### src/pwr_reset_pkg.sv
// Shared constants, register map and carrier types for the board power and reset control.
package pwr_reset_pkg;

  // ----------------------------------------------------------------
  // Register map (byte addresses)
  // ----------------------------------------------------------------
  localparam logic [3:0] ctrl_addr = 4'h0;
  localparam logic [3:0] status_addr = 4'h4;
  localparam logic [3:0] inputs_addr = 4'h8;

  // ----------------------------------------------------------------
  // Control register fields (system_reset_register)
  // ----------------------------------------------------------------
  localparam int save_config_pos = 0;
  localparam int save_memory_pos = 1;
  localparam int ctrl_reset_pos = 2;
  localparam int local_hard_reset_pos = 3;
  localparam int soft_restart_pos = 4;
  localparam int scal_port_en_pos = 8;
  localparam logic [31:0] ctrl_reset_value = 32'h0000_0100;

  // ----------------------------------------------------------------
  // Timing
  // ----------------------------------------------------------------
  localparam int clk_mhz = 40;
  localparam int reset_pulse_ns = 1000;
  localparam int reset_pulse_cycles = (reset_pulse_ns * clk_mhz + 999) / 1000;

  // ----------------------------------------------------------------
  // Power sequencer states
  // ----------------------------------------------------------------
  typedef enum logic [2:0] {
    seq_off = 3'b000,
    seq_3v3 = 3'b001,
    seq_1v5 = 3'b010,
    seq_mid = 3'b011,
    seq_pods = 3'b100,
    seq_up = 3'b101
  } seq_state_t;

  // Rail enables grouped as one carrier.
  typedef struct packed {
    logic rail_3v3;
    logic rail_1v5;
    logic rail_1v2;
    logic rail_1v8;
    logic rail_1v3;
    logic rail_2v5;
  } rail_enables_t;

  // Reset outputs grouped as one carrier.
  typedef struct packed {
    logic power_good_reset;
    logic hard_reset;
    logic cpu_reset;
    logic local_reset;
    logic ctrl_reset;
    logic restart;
  } reset_outs_t;

endpackage

### src/board_power_good_reset_control.sv
// Board power-good sequencing and reset generation with a Wishbone register port.
`timescale 1ns/100ps
`default_nettype none

module board_power_good_reset_control (
  input wire logic clk_i,
  input wire logic rst_i,
  // Wishbone slave
  input wire logic [3:0] adr_i,
  input wire logic [31:0] dat_i,
  output logic [31:0] dat_o,
  input wire logic we_i,
  input wire logic [3:0] sel_i,
  input wire logic cyc_i,
  input wire logic stb_i,
  output logic ack_o,
  // Inputs from pins
  input wire logic system_power_ok_i,
  input wire logic io_side_3v3_request_i,
  input wire logic pod_output_request_i,
  input wire logic system_reset_request_n_i,
  input wire logic bus_error_restart_n_i,
  input wire logic io_event_restart_i,
  input wire logic [3:0] legacy_irq_i,
  input wire logic test_reset_jumper_n_i,
  input wire logic mem_primary_present_n_i,
  input wire logic mem_secondary_present_n_i,
  input wire logic mem_primary_1v25_good_i,
  input wire logic mem_secondary_1v25_good_i,
  input wire logic conv_3v3_present_n_i,
  input wire logic conv_2v5_primary_present_n_i,
  input wire logic conv_2v5_secondary_present_n_i,
  input wire logic rail_3v3_good_i,
  input wire logic rail_2v5_primary_good_i,
  input wire logic rail_2v5_secondary_good_i,
  input wire logic rail_1v5_good_i,
  input wire logic rail_1v2_good_i,
  input wire logic rail_1v8_good_i,
  input wire logic rail_1v3_good_i,
  input wire logic [3:0] cpu_installed_n_i,
  input wire logic [3:0] cpu_pod_good_i,
  // Outputs
  output pwr_reset_pkg::rail_enables_t rail_enables_o,
  output logic [3:0] pod_enable_o,
  output logic board_clocks_enable_o,
  output logic board_power_ok_o,
  output logic any_pod_good_out_o,
  output logic cpu_present_n_o,
  output logic cpu_present_n_oe_o,
  output pwr_reset_pkg::reset_outs_t resets_o,
  output logic [3:0] legacy_irq_o,
  output logic scalability_port_enable_o,
  output logic test_reset_n_o
);

  // ----------------------------------------------------------------
  // Input synchronisers
  // ----------------------------------------------------------------
  localparam int n_in = 33;
  logic [n_in-1:0] raw_in;
  logic [n_in-1:0] sync_a;
  logic [n_in-1:0] sync_b;

  assign raw_in = {system_power_ok_i, io_side_3v3_request_i, pod_output_request_i,
                   system_reset_request_n_i, bus_error_restart_n_i, io_event_restart_i,
                   legacy_irq_i, test_reset_jumper_n_i, mem_primary_present_n_i,
                   mem_secondary_present_n_i, mem_primary_1v25_good_i,
                   mem_secondary_1v25_good_i, conv_3v3_present_n_i,
                   conv_2v5_primary_present_n_i, conv_2v5_secondary_present_n_i,
                   rail_3v3_good_i, rail_2v5_primary_good_i, rail_2v5_secondary_good_i,
                   rail_1v5_good_i, rail_1v2_good_i, rail_1v8_good_i, rail_1v3_good_i,
                   cpu_installed_n_i, cpu_pod_good_i};

  // The synchronisers stay out of reset: they fill with the pin levels while reset is
  // held, so an active-low pin never looks asserted in the cycles after release.
  always_ff @(posedge clk_i) begin
    sync_a <= raw_in;
    sync_b <= sync_a;
  end

  logic sys_pok, req_3v3, pod_req, sys_rst_n, berr_n, io_evt, trst_jmp_n;
  logic [3:0] irq_s;
  logic mem_p_n, mem_s_n, mem_p_ok, mem_s_ok, c33_n, c25p_n, c25s_n;
  logic g33, g25p, g25s, g15, g12, g18, g13;
  logic [3:0] cpu_in_n, pod_gd;

  assign {sys_pok, req_3v3, pod_req, sys_rst_n, berr_n, io_evt, irq_s, trst_jmp_n,
          mem_p_n, mem_s_n, mem_p_ok, mem_s_ok, c33_n, c25p_n, c25s_n,
          g33, g25p, g25s, g15, g12, g18, g13, cpu_in_n, pod_gd} = sync_b;

  // ----------------------------------------------------------------
  // Derived power conditions
  // ----------------------------------------------------------------
  logic [3:0] installed;
  logic mem_both, conv_25_both, g25, pods_ok, all_good;

  assign installed = ~cpu_in_n;
  assign mem_both = ~mem_p_n & ~mem_s_n;
  assign conv_25_both = ~c25p_n & ~c25s_n;
  assign g25 = g25p & g25s;
  assign pods_ok = ((pod_gd & installed) == installed) & (|installed);
  assign all_good = g33 & ~c33_n & g15 & g12 & g18 & g13 & g25 & mem_p_ok & mem_s_ok
                    & pods_ok;

  // ----------------------------------------------------------------
  // Power sequencer
  // ----------------------------------------------------------------
  pwr_reset_pkg::seq_state_t state, next_state;

  // Each state checks only the condition of its own stage, and losing that condition
  // steps the state back; the enables are gated by the memory presence, both requests, the 2.5 V converter presence
  // and the 3.3, 1.5, 1.2 and 1.8 V goods, so enables above those fall in the same cycle.
  always_comb begin
    next_state = state;
    case (state)
      pwr_reset_pkg::seq_off: begin
        if (mem_both && req_3v3 && !c33_n) begin
          next_state = pwr_reset_pkg::seq_3v3;
        end
      end
      pwr_reset_pkg::seq_3v3: begin
        if (!(mem_both && req_3v3 && !c33_n)) begin
          next_state = pwr_reset_pkg::seq_off;
        end else if (g33) begin
          next_state = pwr_reset_pkg::seq_1v5;
        end
      end
      pwr_reset_pkg::seq_1v5: begin
        if (!g33) begin
          next_state = pwr_reset_pkg::seq_3v3;
        end else if (g15) begin
          next_state = pwr_reset_pkg::seq_mid;
        end
      end
      pwr_reset_pkg::seq_mid: begin
        if (!g15) begin
          next_state = pwr_reset_pkg::seq_1v5;
        end else if (g12 && pod_req) begin
          next_state = pwr_reset_pkg::seq_pods;
        end
      end
      pwr_reset_pkg::seq_pods: begin
        if (!g12 || !pod_req) begin
          next_state = pwr_reset_pkg::seq_mid;
        end else if (all_good) begin
          next_state = pwr_reset_pkg::seq_up;
        end
      end
      pwr_reset_pkg::seq_up: begin
        if (!all_good) begin
          next_state = pwr_reset_pkg::seq_pods;
        end
      end
      default: next_state = pwr_reset_pkg::seq_off;
    endcase
  end

  always_ff @(posedge clk_i) begin
    if (rst_i) begin
      state <= pwr_reset_pkg::seq_off;
    end else begin
      state <= next_state;
    end
  end

  // Enable outputs decoded from the state and the good inputs.
  pwr_reset_pkg::rail_enables_t next_en;
  logic [3:0] next_pod_en;
  logic next_clk_en, next_pok;

  always_comb begin
    next_en = '0;
    next_en.rail_3v3 = (state != pwr_reset_pkg::seq_off) && mem_both && req_3v3;
    next_en.rail_1v5 = next_en.rail_3v3 && g33 && (state >= pwr_reset_pkg::seq_1v5);
    next_en.rail_1v2 = next_en.rail_1v5 && g15 && (state >= pwr_reset_pkg::seq_mid);
    next_en.rail_1v8 = next_en.rail_1v2;
    next_en.rail_1v3 = next_en.rail_1v2;
    next_en.rail_2v5 = next_en.rail_1v8 && g18 && g33 && conv_25_both;
    next_pod_en = (next_en.rail_1v2 && g12 && pod_req &&
                   (state >= pwr_reset_pkg::seq_pods)) ? installed : 4'h0;
    // Power ok never outlives an enable, so it falls no later than the first rail.
    next_pok = (state == pwr_reset_pkg::seq_up) && all_good && (&next_en);
    next_clk_en = next_pok;
  end

  always_ff @(posedge clk_i) begin
    if (rst_i) begin
      rail_enables_o <= '0;
      pod_enable_o <= 4'h0;
      board_power_ok_o <= 1'b0;
      board_clocks_enable_o <= 1'b0;
      any_pod_good_out_o <= 1'b0;
      cpu_present_n_o <= 1'b1;
      cpu_present_n_oe_o <= 1'b0;
    end else begin
      rail_enables_o <= next_en;
      pod_enable_o <= next_pod_en;
      board_power_ok_o <= next_pok;
      board_clocks_enable_o <= next_clk_en;
      any_pod_good_out_o <= |(pod_gd & installed);
      cpu_present_n_o <= 1'b0;
      cpu_present_n_oe_o <= |installed;
    end
  end

  // ----------------------------------------------------------------
  // Register port
  // ----------------------------------------------------------------
  logic [31:0] ctrl, next_ctrl;
  logic next_ack;
  logic [31:0] next_dat;
  logic wr_ctrl;

  assign wr_ctrl = cyc_i && stb_i && we_i && !ack_o && (adr_i == pwr_reset_pkg::ctrl_addr);

  // Command bits are one-shot: they self-clear after one cycle so a write acts once;
  // the scalability port enable is a level.
  always_comb begin
    next_ctrl = ctrl;
    next_ctrl[pwr_reset_pkg::save_config_pos] = 1'b0;
    next_ctrl[pwr_reset_pkg::save_memory_pos] = 1'b0;
    next_ctrl[pwr_reset_pkg::ctrl_reset_pos] = 1'b0;
    next_ctrl[pwr_reset_pkg::local_hard_reset_pos] = 1'b0;
    next_ctrl[pwr_reset_pkg::soft_restart_pos] = 1'b0;
    if (wr_ctrl) begin
      for (int b = 0; b < 4; b++) begin
        if (sel_i[b]) begin
          next_ctrl[b*8 +: 8] = dat_i[b*8 +: 8];
        end
      end
    end
    next_ctrl[31:9] = '0;
    next_ctrl[7:5] = '0;
    next_ack = cyc_i && stb_i && !ack_o;
    case (adr_i)
      pwr_reset_pkg::ctrl_addr: next_dat = ctrl;
      pwr_reset_pkg::status_addr: next_dat = {24'h0, board_clocks_enable_o, board_power_ok_o,
                                              resets_o[5:4], 3'(state), pod_enable_o[0]};
      pwr_reset_pkg::inputs_addr: next_dat = {20'h0, installed, pod_gd, g33, g25, g15, g12};
      default: next_dat = 32'h0000_0000;
    endcase
  end

  always_ff @(posedge clk_i) begin
    if (rst_i) begin
      ctrl <= pwr_reset_pkg::ctrl_reset_value;
      ack_o <= 1'b0;
      dat_o <= 32'h0000_0000;
    end else begin
      ctrl <= next_ctrl;
      ack_o <= next_ack;
      dat_o <= next_dat;
    end
  end

  // ----------------------------------------------------------------
  // Reset generation
  // ----------------------------------------------------------------
  logic pok_d, next_pok_d;
  logic [7:0] pgr_cnt, next_pgr_cnt;
  logic cmd_cpu_only;
  pwr_reset_pkg::reset_outs_t next_rst;

  assign cmd_cpu_only = ctrl[pwr_reset_pkg::save_config_pos] &&
                        ctrl[pwr_reset_pkg::save_memory_pos] &&
                        ctrl[pwr_reset_pkg::ctrl_reset_pos];

  // Power-good reset is stretched to a fixed pulse so every consumer sees it.
  always_comb begin
    next_pok_d = sys_pok;
    next_pgr_cnt = pgr_cnt;
    if (sys_pok && !pok_d) begin
      next_pgr_cnt = 8'(pwr_reset_pkg::reset_pulse_cycles);
    end else if (pgr_cnt != 8'h00) begin
      next_pgr_cnt = pgr_cnt - 8'h01;
    end
    next_rst.power_good_reset = (next_pgr_cnt != 8'h00) || !sys_pok;
    next_rst.hard_reset = !sys_rst_n;
    next_rst.cpu_reset = next_rst.power_good_reset || !sys_rst_n
                         || cmd_cpu_only
                         || ctrl[pwr_reset_pkg::local_hard_reset_pos];
    next_rst.local_reset = ctrl[pwr_reset_pkg::local_hard_reset_pos];
    next_rst.ctrl_reset = next_rst.power_good_reset || !sys_rst_n || !berr_n;
    next_rst.restart = ctrl[pwr_reset_pkg::soft_restart_pos] || io_evt;
  end

  always_ff @(posedge clk_i) begin
    if (rst_i) begin
      pok_d <= 1'b0;
      pgr_cnt <= 8'h00;
      resets_o <= '1;
      legacy_irq_o <= 4'h0;
      scalability_port_enable_o <= 1'b0;
      test_reset_n_o <= 1'b0;
    end else begin
      pok_d <= next_pok_d;
      pgr_cnt <= next_pgr_cnt;
      resets_o <= next_rst;
      legacy_irq_o <= irq_s;
      scalability_port_enable_o <= ctrl[pwr_reset_pkg::scal_port_en_pos]
                                   && board_power_ok_o;
      test_reset_n_o <= trst_jmp_n && !next_rst.power_good_reset;
    end
  end

endmodule // board_power_good_reset_control

`default_nettype wire

### config.mk
export PLATFORM = sky130hd
export DESIGN_NAME = board_power_good_reset_control
export DESIGN_NICKNAME = d
export VERILOG_FILES = /design/src/pwr_reset_pkg.sv /design/src/board_power_good_reset_control.sv
export SDC_FILE = /design/constraint.sdc
export NUM_CORES = 1
export LEC_CHECK = 0
export ABC_AREA = 1
export BUFFER_PORTS_ARGS = -buffer_cell sky130_fd_sc_hd__clkbuf_2
export CAP_MARGIN = 25
export CORE_ASPECT_RATIO = 0.6
export CORE_MARGIN = 5
export CORE_UTILIZATION = 52
export CTS_CLUSTER_DIAMETER = 150
export DETAILED_ROUTE_END_ITERATION = 8
export PLACE_DENSITY = 0.83
export SYNTH_ARGS = -nofsm -noshare
export SYNTH_HDL_FRONTEND = slang
export SYNTH_SLANG_ARGS = --single-unit
### constraint.sdc
create_clock -name clk_i -period 2.5 [get_ports clk_i]
set_input_delay 0.375 -clock clk_i [delete_from_list [all_inputs] [get_ports clk_i]]
set_output_delay 0.375 -clock clk_i [all_outputs]
set_load 0.005 [all_outputs]
==> run summary, run 1 <==
Peak supply drop - 0.651 mV
GR peak layer - met2
Post-synth EDFFs - 0
H-tree depth - 4
Reg2reg setup slack - 780 ps
Placed cells - 584
Met2 usage - 30.5%
Main area contributors after synthesis - dfxtp_1 63%, nand2_1 7.0%, nor2_1 5.8%, buf_4 4.7%, inv_1 4.4%
Die H - 76.4 microns
CP Data Required Time - 2850 ps
RSZ-0062 raised after global routing - no
Final net count - 592
Tcrit/Tclk final - 69.0%
Clock sinks - 121
Post-layout min period - 1720 ps
DRC - 0
Largest net degree at the start of global routing - 27
R2R cell count - 10
Leak - 2.41 nW
Rel. slew slack - 61.0%
Port bufs - 89
Vias per cell - 4.81
Count leader, synth - dfxtp_1
GRT Resource Usage Total - 20.1%
Post-synth top flop - dfxtp_1
Crit path kind - flip-flop to flip-flop
Synth warn - 0
Initial Util - 53.1%
Sequential element share of the synthesized area - 63.3%
Total power - 0.00549 W
Yosys top cell by area - dfxtp_1
Hold_ws - 66.1 ps
CP Launch Type - flip-flop
DP Wirelength - 6030 microns
Post-DR wirelength/cell - 14.2 microns
CTS root buffer - clkbuf_16
Initial antenna violation count - 0
Top cell type's share of synthesized area - 63.3%
CTS tree - yes
Post-route core utilization - 67.2%
Die area - 9230 sq um
Total core area - 7210 sq um
Post-CTS Resized - 0
Crit. Startpoint - pgr_cnt[0]
Met1 usage - 23.3%
Reg2reg start - pgr_cnt[0]
CTS Buf Count - 17
Final non-filler cell total - 616
Fill cell count - 547
Area Growth Syn to Fin - 26.5%
Post-DRT Antenna Nets - 0
First-pass GRT wire length - 14100 microns
Floorplan die width - 121 microns
Multi-input logic area - 1090 sq um
Hold WC Path Type - primary input to flip-flop
Final setup skew - 6.83 ps
Measured slew at the worst slew-check pin - 585 ps
Clock buffer depth - 2
Final hold violations - 0
Netlist cell types - 32
Area of the mapped netlist - 3830 sq um
Final setup fails - 0
Power per Cell Area - 1130 nW/um^2
Pre-antenna DRT Iters - 5
Total setup buffers inserted after CTS - 0
I/O pin count - 138
Drt total wl - 8760 microns
GR Layer Usage met3 - 10.1%
Vias in the first global route - 2936
CP endpoint - test_reset_n_o
Ys async rst share - 0%
Fmax - 0.580 GHz
Worst-Skew Late Latency - 410 ps
Number of max-slew violations in the final report - 0
Post-Syn Instances - 412
Via count - 2964
RD Place Congestion - 1.01
Share of layout cells above drive strength 1 - 27.4%
Number of diodes - 0
Worst r2r dst - test_reset_n_o
Total gr overflow - 0
CP arrival - 2070 ps
CP Max Fanout - 6
Mean post-synth cell area - 9.29 sq um
Setup Total Neg Slack - 0 ps
Row count - 24
Max_cap viols - 0
Drt initial violations - 269
CTS Hold Bufs - 0
Synth cell count leaders - 121 x dfxtp_1, 71 x nand2_1, 59 x nor2_1, 45 x inv_1, 24 x buf_4
Reg clk slew, reported paths - 50 ps
FF+latch area - 2420 sq um
CP Capture Type - flip-flop
Number of synthesized register bits - 121
Status - finished clean
placed cells by master (no fill, tap or decap), types with 3 or more instances in the layout:
cell / instances
nor3_1: 6
conb_1: 20
inv_2: 5
clkbuf_1: 3
clkinvlp_4: 4
o21ai_0: 4
inv_1: 45
nor2_1: 59
nand3_1: 19
nor2_4: 4
clkbuf_2: 89
clkinv_2: 3
dfxtp_1: 121
clkbuf_16: 17
nand2_1: 71
nor2_2: 8
a21oi_1: 9
nand4_1: 9
o21ai_1: 3
power breakdown:
group	switching [W]	internal, W
clock network	0.000833	0.00149
logic	0.000654	0.000328
registers	0.000117	0.00207
flip-flops by register name (all words and copies together) (netlist names):
name	count
ack_o	1
any_pod_good_out_o	1
board_power_ok_o	1
cpu_present_n_o	1
cpu_present_n_oe_o	1
ctrl	6
dat_o	12
legacy_irq_o	4
pgr_cnt	8
pod_enable_o	4
pok_d	1
rail_enables_o	4
resets_o	6
scalability_port_enable_o	1
state	3
sync_a	33
sync_b	33
test_reset_n_o	1
worst max-delay path, stage by stage, from the launching register on:
cell and delay [ps]:
dfxtp_1 300, inv_1 160, ha_1 320, nand2_1 80
nand2_1 80, nand2_1 90, o21ai_1 150, nand2_1 100
nor2_2 180, nand3_2 120, nor2_2 80
metal layers:
metal / wire length, microns / share of wire (%)
met2: 3930 / 45
met5: 0 / 0
met1: 3610 / 41
met4: 231 / 2.6
met3: 989 / 11
worst min path at each step:
stage                                         startpoint         end  cells after the start  slack [ps]
after global placement                        sync_a[24]  sync_b[24]                      0         310
after detailed placement                      sync_a[18]  sync_b[18]                      0         310
after global routing                     rail_1v2_good_i  sync_a[10]                      1          40
final                     conv_2v5_secondary_present_n_i  sync_a[15]                      1          70
after floorplan                                sync_a[0]   sync_b[0]                      0         310
after CTS                           cpu_installed_n_i[3]   sync_a[7]                      1          50
logic make-up (layout without fill, tap and decap cells):
logic type	count (synthesis)	after routing	synth area share, %
AOI/OAI and AO/OA	26	26	4.15
xor gates and xnor gates	1	1	0.229
adders and majority gates	2	2	0.654
buffers and inverters	78	172	10.0
DFF	121	121	63.3
other	1	20	0.0980
and+or+nand+nor	183	183	21.5
metrics by stage:
step	worst slack, ps	instance area, sq um
after global placement	745	4270
after detailed placement	690	4270
final	775	4840
after floorplan	1130	3900
after CTS	786	4840
after global routing	678	4840
area by class of cell:
type	count	area share (%)
Clock buffer	21	9.30
Clock inverter	11	2.53
Inverter	50	3.88
Multi-Input combinational cell	232	22.5
Sequential cell	121	50.0
Tap cell	91	2.35
Timing Repair Buffer	90	9.36
(Power assumes the default switching activity.)
==> run 2, diff against run 1 <==
--- a/config.mk
+++ b/config.mk
@@ -10,10 +10,10 @@
 export CAP_MARGIN = 25
 export CORE_ASPECT_RATIO = 0.6
 export CORE_MARGIN = 5
-export CORE_UTILIZATION = 52
+export CORE_UTILIZATION = 48
 export CTS_CLUSTER_DIAMETER = 150
 export DETAILED_ROUTE_END_ITERATION = 8
-export PLACE_DENSITY = 0.83
+export PLACE_DENSITY = 0.78
 export SYNTH_ARGS = -nofsm -noshare
 export SYNTH_HDL_FRONTEND = slang
 export SYNTH_SLANG_ARGS = --single-unit
==> constraint.sdc (replaced) <==
create_clock -name clk_i -period 1.65 [get_ports clk_i]
set_input_delay 0.2475 -clock clk_i [delete_from_list [all_inputs] [get_ports clk_i]]
set_output_delay 0.2475 -clock clk_i [all_outputs]
set_load 0.005 [all_outputs]
==> run summary, run 2 (same netlist as run 1, synthesis figures left out) <==
Worst r2r dst - state[0] (was test_reset_n_o)
Slowest cell on crit path - dfxtp_1 (was ha_1)
Post-DRT Antenna Nets - 0 (unchanged)
Cell family with most CP delay - simple AND/OR/NAND/NOR gates (unchanged)
CP endpoint - state[0] (was test_reset_n_o)
Largest net degree at the start of global routing - 24 (was 27)
Crit. Startpoint - state[0] (was pgr_cnt[0])
Share of layout cells above drive strength 1 - 27.6% (was 27.4%)
Worst path depth - 7 (was 10)
Drt total wl - 8790 microns (was 8760 microns)
Port bufs - 89 (unchanged)
CP Capture Type - flip-flop (unchanged)
Vias per cell - 4.49 (was 4.81)
Drt initial violations - 170 (was 269)
Most common cell after layout, fill and taps aside - dfxtp_1 (unchanged)
CP cell instances - inv_1 -> nor3_1 -> nand3_1 -> nand3_1 -> nand2_1 -> inv_1 -> nor2_1 (was inv_1 -> ha_1 -> nand2_1 -> nand2_1 -> nand2_1 -> o21ai_1 -> nand2_1 -> nor2_2 -> nand3_2 -> nor2_2)
CP Max Fanout - 5 (was 6)
Hold_sp - dat_i[3] (was conv_2v5_secondary_present_n_i)
DRC - 0 (unchanged)
H-tree depth - 4 (unchanged)
Hold_ws - 49.2 ps (was 66.1 ps)
First-pass GRT wire length - 14500 microns (was 14100 microns)
Reg2reg start - state[0] (was pgr_cnt[0])
Final hold violations - 0 (unchanged)
GRT Resource Usage Total - 19.0% (was 20.1%)
Power per Cell Area - 1600 nW/um^2 (was 1130 nW/um^2)
Number of max-slew violations in the final report - 0 (unchanged)
Pre-antenna DRT Iters - 6 (was 5)
Most frequent cells in the layout - 119 x dfxtp_1, 89 x clkbuf_2, 71 x nand2_1, 58 x nor2_1, 44 x inv_1 (was 121 x dfxtp_1, 89 x clkbuf_2, 71 x nand2_1, 59 x nor2_1, 45 x inv_1)
CP arrival - 1870 ps (was 2070 ps)
Total gr overflow - 0 (unchanged)
Final setup fails - 0 (unchanged)
Total core area - 7820 sq um (was 7210 sq um)
Post-route core utilization - 67.3% (was 67.2%)
Floorplan die width - 125 microns (was 121 microns)
DP Wirelength - 6180 microns (was 6030 microns)
R2R cell count - 7 (was 10)
WHS Path Cells - 3 (was 1)
Peak supply drop - 1.07 mV (was 0.651 mV)
Leak - 2.57 nW (was 2.41 nW)
Initial antenna violation count - 0 (unchanged)
Crit path kind - flip-flop to flip-flop (unchanged)
Reg2reg setup slack - 90 ps (was 780 ps)
Vias in the first global route - 3067 (was 2936)
Worst path buffer plus inverter count - 2 (was 1)
Row count - 25 (was 24)
Total power - 0.00844 W (was 0.00549 W)
Die area - 9910 sq um (was 9230 sq um)
Die H - 79.2 microns (was 76.4 microns)
CP Launch Type - flip-flop (unchanged)
Via count - 3011 (was 2964)
CTS root buffer - clkbuf_16 (unchanged)
Post-DR wirelength/cell - 13.1 microns (was 14.2 microns)
I/O pin count - 138 (unchanged)
Reg clk slew, reported paths - 60 ps (was 50 ps)
Critical path's largest stage delay - 410 ps (was 320 ps)
Status - finished clean (unchanged)
Tcrit/Tclk final - 94.7% (was 69.0%)
Initial Util - 48.9% (was 53.1%)
Max_cap viols - 0 (unchanged)
CP Data Required Time - 1960 ps (was 2850 ps)
Setup Total Neg Slack - 0 ps (unchanged)
Clock buffer depth - 2 (unchanged)
CTS Buf Count - 17 (unchanged)
Biggest regs - sync_a (33), sync_b (33), dat_o (12) (unchanged)
Final net count - 629 (was 592)
Fmax - 0.640 GHz (was 0.580 GHz)
Total setup buffers inserted after CTS - 0 (unchanged)
CTS tree - yes (unchanged)
Fin area - 5260 sq um (was 4840 sq um)
Post-layout min period - 1560 ps (was 1720 ps)
RD Place Congestion - 0.942 (was 1.01)
Clock sinks - 121 (unchanged)
Placed inst area - 4320 sq um (was 4270 sq um)
Final setup skew - 8.51 ps (was 6.83 ps)
Worst-Skew Late Latency - 410 ps (about the same)
Area Growth Syn to Fin - 37.5% (was 26.5%)
Hold WC Path Type - primary input to flip-flop (unchanged)
[run 2: changes by cell type in the layout (fill, tap and decap cells not counted), sizes merged]
cell,delta
buf,+4
clkbuf,-3
clkinvlp,+1
diode,+1
dlygate4sd3,+33
inv,+1
[run 2: layout make-up]
| cell class | count | area, sq um |
|---|---|---|
| antenna | 1 | 2.50 |
| tap | 108 | 135 |
| inverter | 50 | 188 |
| clock buffer | 18 | 439 |
| clock inverter | 13 | 146 |
| multi-input combinational | 232 | 1110 |
| timing repair buffer | 127 | 813 |
| fill | 585 | 2560 |
| sequential | 121 | 2420 |
[run 2: power breakdown]
part	internal [W]	switching (W)	leakage, nW
registers	0.00314	0.000178	1.01
clock network	0.00226	0.00132	0.271
logic	0.000578	0.000964	1.29
total	0.00598	0.00246	2.57
[run 2: per-stage QoR]
| step | setup slack (ps) | std cells |
|---|---|---|
| after floorplan | 282 | 431 |
| after global placement | 125 | 605 |
| after detailed placement | 73.4 | 605 |
| after CTS | 46.8 | 669 |
| after global routing | -14.1 | 669 |
| final | 88.1 | 670 |
[run 2: worst min-delay path by stage]
stage	endpoint	slack (ps)
after floorplan	cpu_present_n_o	280
after global placement	sync_b[23]	310
after detailed placement	sync_b[2]	310
after CTS	ctrl[4]	40
after global routing	ctrl[3]	40
final	ctrl[3]	50
[run 2: worst reg2reg max path: cells and delay by family (launching register included)]
kind                   cells  cell delay [ps]
and+or+nand+nor            5              880
DFF                        1              410
buffers and inverters      2              180
[run 2: metal layers]
metal / share of wire, % / routed length, microns / global-route usage (%) / vias to the layer above
met5: 0 / 0 / 0 / -
met4: 1.6 / 139 / 10.9 / 0
met3: 9.4 / 830 / 6.99 / 16
met2: 45 / 3920 / 29.9 / 145
met1: 44 / 3900 / 22.7 / 1330
li1: - / - / - / 1520
[run 2: repair_timing]
| action | in CTS | in global routing |
|---|---|---|
| endpoints found under the setup margin | 0 | 5 |
| hold buffers | 33 | 0 |
| endpoints found under the hold margin | 33 | 0 |
| gates resized for setup | 0 | 8 |
==> run 3, diff against run 2 <==
==> constraint.sdc (replaced) <==
create_clock -name clk_i -period 1.65 [get_ports clk_i]
set_input_delay 0 -clock clk_i [delete_from_list [all_inputs] [get_ports clk_i]]
set_output_delay 0 -clock clk_i [all_outputs]
set_load 0.005 [all_outputs]
==> run summary, run 3 (same netlist as run 1, synthesis figures left out) <==
Status - finished clean (unchanged)
Worst path buffer plus inverter count - 4 (was 2)
Final net count - 645 (was 629)
Drt total wl - 9120 microns (was 8790 microns)
Total core area - 7820 sq um (unchanged)
RD Place Congestion - 0.924 (was 0.942)
Hold_ws - 20.2 ps (was 49.2 ps)
Final setup fails - 0 (unchanged)
DP Wirelength - 5890 microns (was 6180 microns)
Vias in the first global route - 3042 (was 3067)
CP cell instances - dlygate4sd3_1 -> clkbuf_2 -> inv_1 -> nor3_2 -> nand4_1 -> a21oi_1 -> o21ai_1 -> dlygate4sd3_1 (was inv_1 -> nor3_1 -> nand3_1 -> nand3_1 -> nand2_1 -> inv_1 -> nor2_1)
Die H - 79.2 microns (unchanged)
Cell family with most CP delay - buffers and inverters (was simple AND/OR/NAND/NOR gates)
Clock sinks - 121 (unchanged)
Largest net degree at the start of global routing - 25 (was 24)
DRC - 0 (unchanged)
Most common cell after layout, fill and taps aside - dfxtp_1 (unchanged)
Final non-filler cell total - 686 (was 670)
Crit path kind - primary input to flip-flop (was flip-flop to flip-flop)
Total power - 0.00867 W (was 0.00844 W)
Leak - 2.66 nW (was 2.57 nW)
Initial Util - 48.9% (unchanged)
CP Launch Type - primary input (was flip-flop)
Port bufs - 89 (unchanged)
Worst-Skew Late Latency - 410 ps (about the same)
Row count - 25 (unchanged)
Final setup skew - 8.47 ps (was 8.51 ps)
Number of diodes - 0 (was 1)
Drt initial violations - 226 (was 170)
Clock buffer depth - 2 (unchanged)
GRT Resource Usage Total - 19.3% (was 19.0%)
Most frequent cells in the layout - 120 x dfxtp_1, 89 x clkbuf_2, 69 x nand2_1, 59 x nor2_1, 49 x dlygate4sd3_1 (was 119 x dfxtp_1, 89 x clkbuf_2, 71 x nand2_1, 58 x nor2_1, 44 x inv_1)
Met1 usage - 23.6% (was 22.7%)
CP Capture Type - flip-flop (unchanged)
Placed cells - 604 (was 605)
Via count - 3113 (was 3011)
Reg clk slew, reported paths - 50 ps (was 60 ps)
CTS Buf Count - 17 (unchanged)
Max_cap viols - 0 (unchanged)
Post-route core utilization - 70.0% (was 67.3%)
Area Growth Syn to Fin - 43.0% (was 37.5%)
Share of layout cells above drive strength 1 - 27.7% (was 27.6%)
Fmax - 0.637 GHz (was 0.640 GHz)
I/O pin count - 138 (unchanged)
Initial antenna violation count - 0 (unchanged)
Fill cell count - 601 (was 585)
Total gr overflow - 0 (unchanged)
First-pass GRT wire length - 14700 microns (was 14500 microns)
Post-layout min period - 1570 ps (was 1560 ps)
Slowest cell on crit path - dlygate4sd3_1 (was dfxtp_1)
Critical path's largest stage delay - 550 ps (was 410 ps)
Tcrit/Tclk final - 95.1% (was 94.7%)
GR peak layer - met2 (unchanged)
Post-DR wirelength/cell - 13.3 microns (was 13.1 microns)
Met2 usage - 30.6% (was 29.9%)
Vias per cell - 4.54 (was 4.49)
Final hold violations - 0 (unchanged)
Biggest regs - sync_a (33), sync_b (33), dat_o (12) (unchanged)
Post-DRT Antenna Nets - 0 (unchanged)
CP Max Fanout - 2 (was 5)
CTS root buffer - clkbuf_16 (unchanged)
Hold WC Path Type - primary input to flip-flop (unchanged)
Peak supply drop - 0.975 mV (was 1.07 mV)
H-tree depth - 4 (unchanged)
Most used cell, CP - dlygate4sd3_1
Number of max-slew violations in the final report - 0 (unchanged)
Pre-antenna DRT Iters - 5 (was 6)
CTS tree - yes (unchanged)
CP arrival - 1860 ps (was 1870 ps)
Reg2reg setup slack - 100 ps (was 90 ps)
Die area - 9910 sq um (unchanged)
CP Data Required Time - 1940 ps (was 1960 ps)
GR Layer Usage met3 - 8.00% (was 6.99%)
Floorplan die width - 125 microns (unchanged)
Power per Cell Area - 1580 nW/um^2 (was 1600 nW/um^2)
run 3: layout make-up:
class / count / area [sq um] / area share (%)
clock buffer: 19 / 443 / 8.09
timing repair buffer: 143 / 973 / 17.8
tap: 108 / 135 / 2.47
sequential: 121 / 2420 / 44.3
inverter: 50 / 188 / 3.43
clock inverter: 13 / 170 / 3.11
multi-input combinational: 232 / 1140 / 20.8
run 3: worst paths after layout:
kind	start	depth (start not counted)	end
hold / removal	adr_i[3]	4	ctrl[3]
setup reg to reg	ack_o	5	ctrl[8]
hold reg to reg	sync_a[8]	0	sync_b[8]
setup / recovery	cyc_i	8	ctrl[8]
run 3: per-layer routing:
layer / share of wire [%] / vias up
met4: 1.5 / 0
met5: 0 / -
met2: 47 / 150
li1: - / 1553
met1: 43 / 1396
met3: 8.4 / 14
run 3: power breakdown:
group | leakage, nW | total [W] | switching [W] | internal (W)
registers | 1.01 | 0.00332 | 0.000180 | 0.00314
clock network | 0.290 | 0.00375 | 0.00133 | 0.00243
logic | 1.37 | 0.00160 | 0.000998 | 0.000600
run 3: timing repair:
item | CTS | global route
endpoints found under the setup margin | 0 | 9
resized for setup | 0 | 13
endpoints found under the hold margin | 45 | 0
hold buffers | 49 | 0
buffers inserted | 0 | 1
run 3: stage by stage:
| step | setup TNS [ps] | instance area (sq um) | setup WS (ps) |
|---|---|---|---|
| after floorplan | 0 | 3900 | 282 |
| after global placement | 0 | 4310 | 132 |
| after detailed placement | 0 | 4310 | 88.9 |
| after CTS | 0 | 5420 | 8.58 |
| after global routing | -30.7 | 5470 | -25.0 |
| final | 0 | 5470 | 80.5 |
run 3: worst min-delay path, cell delays in order:
cell and delay [ps]:
clkbuf_2 90, nor2_2 80, nand4_1 140, nor2_1 60
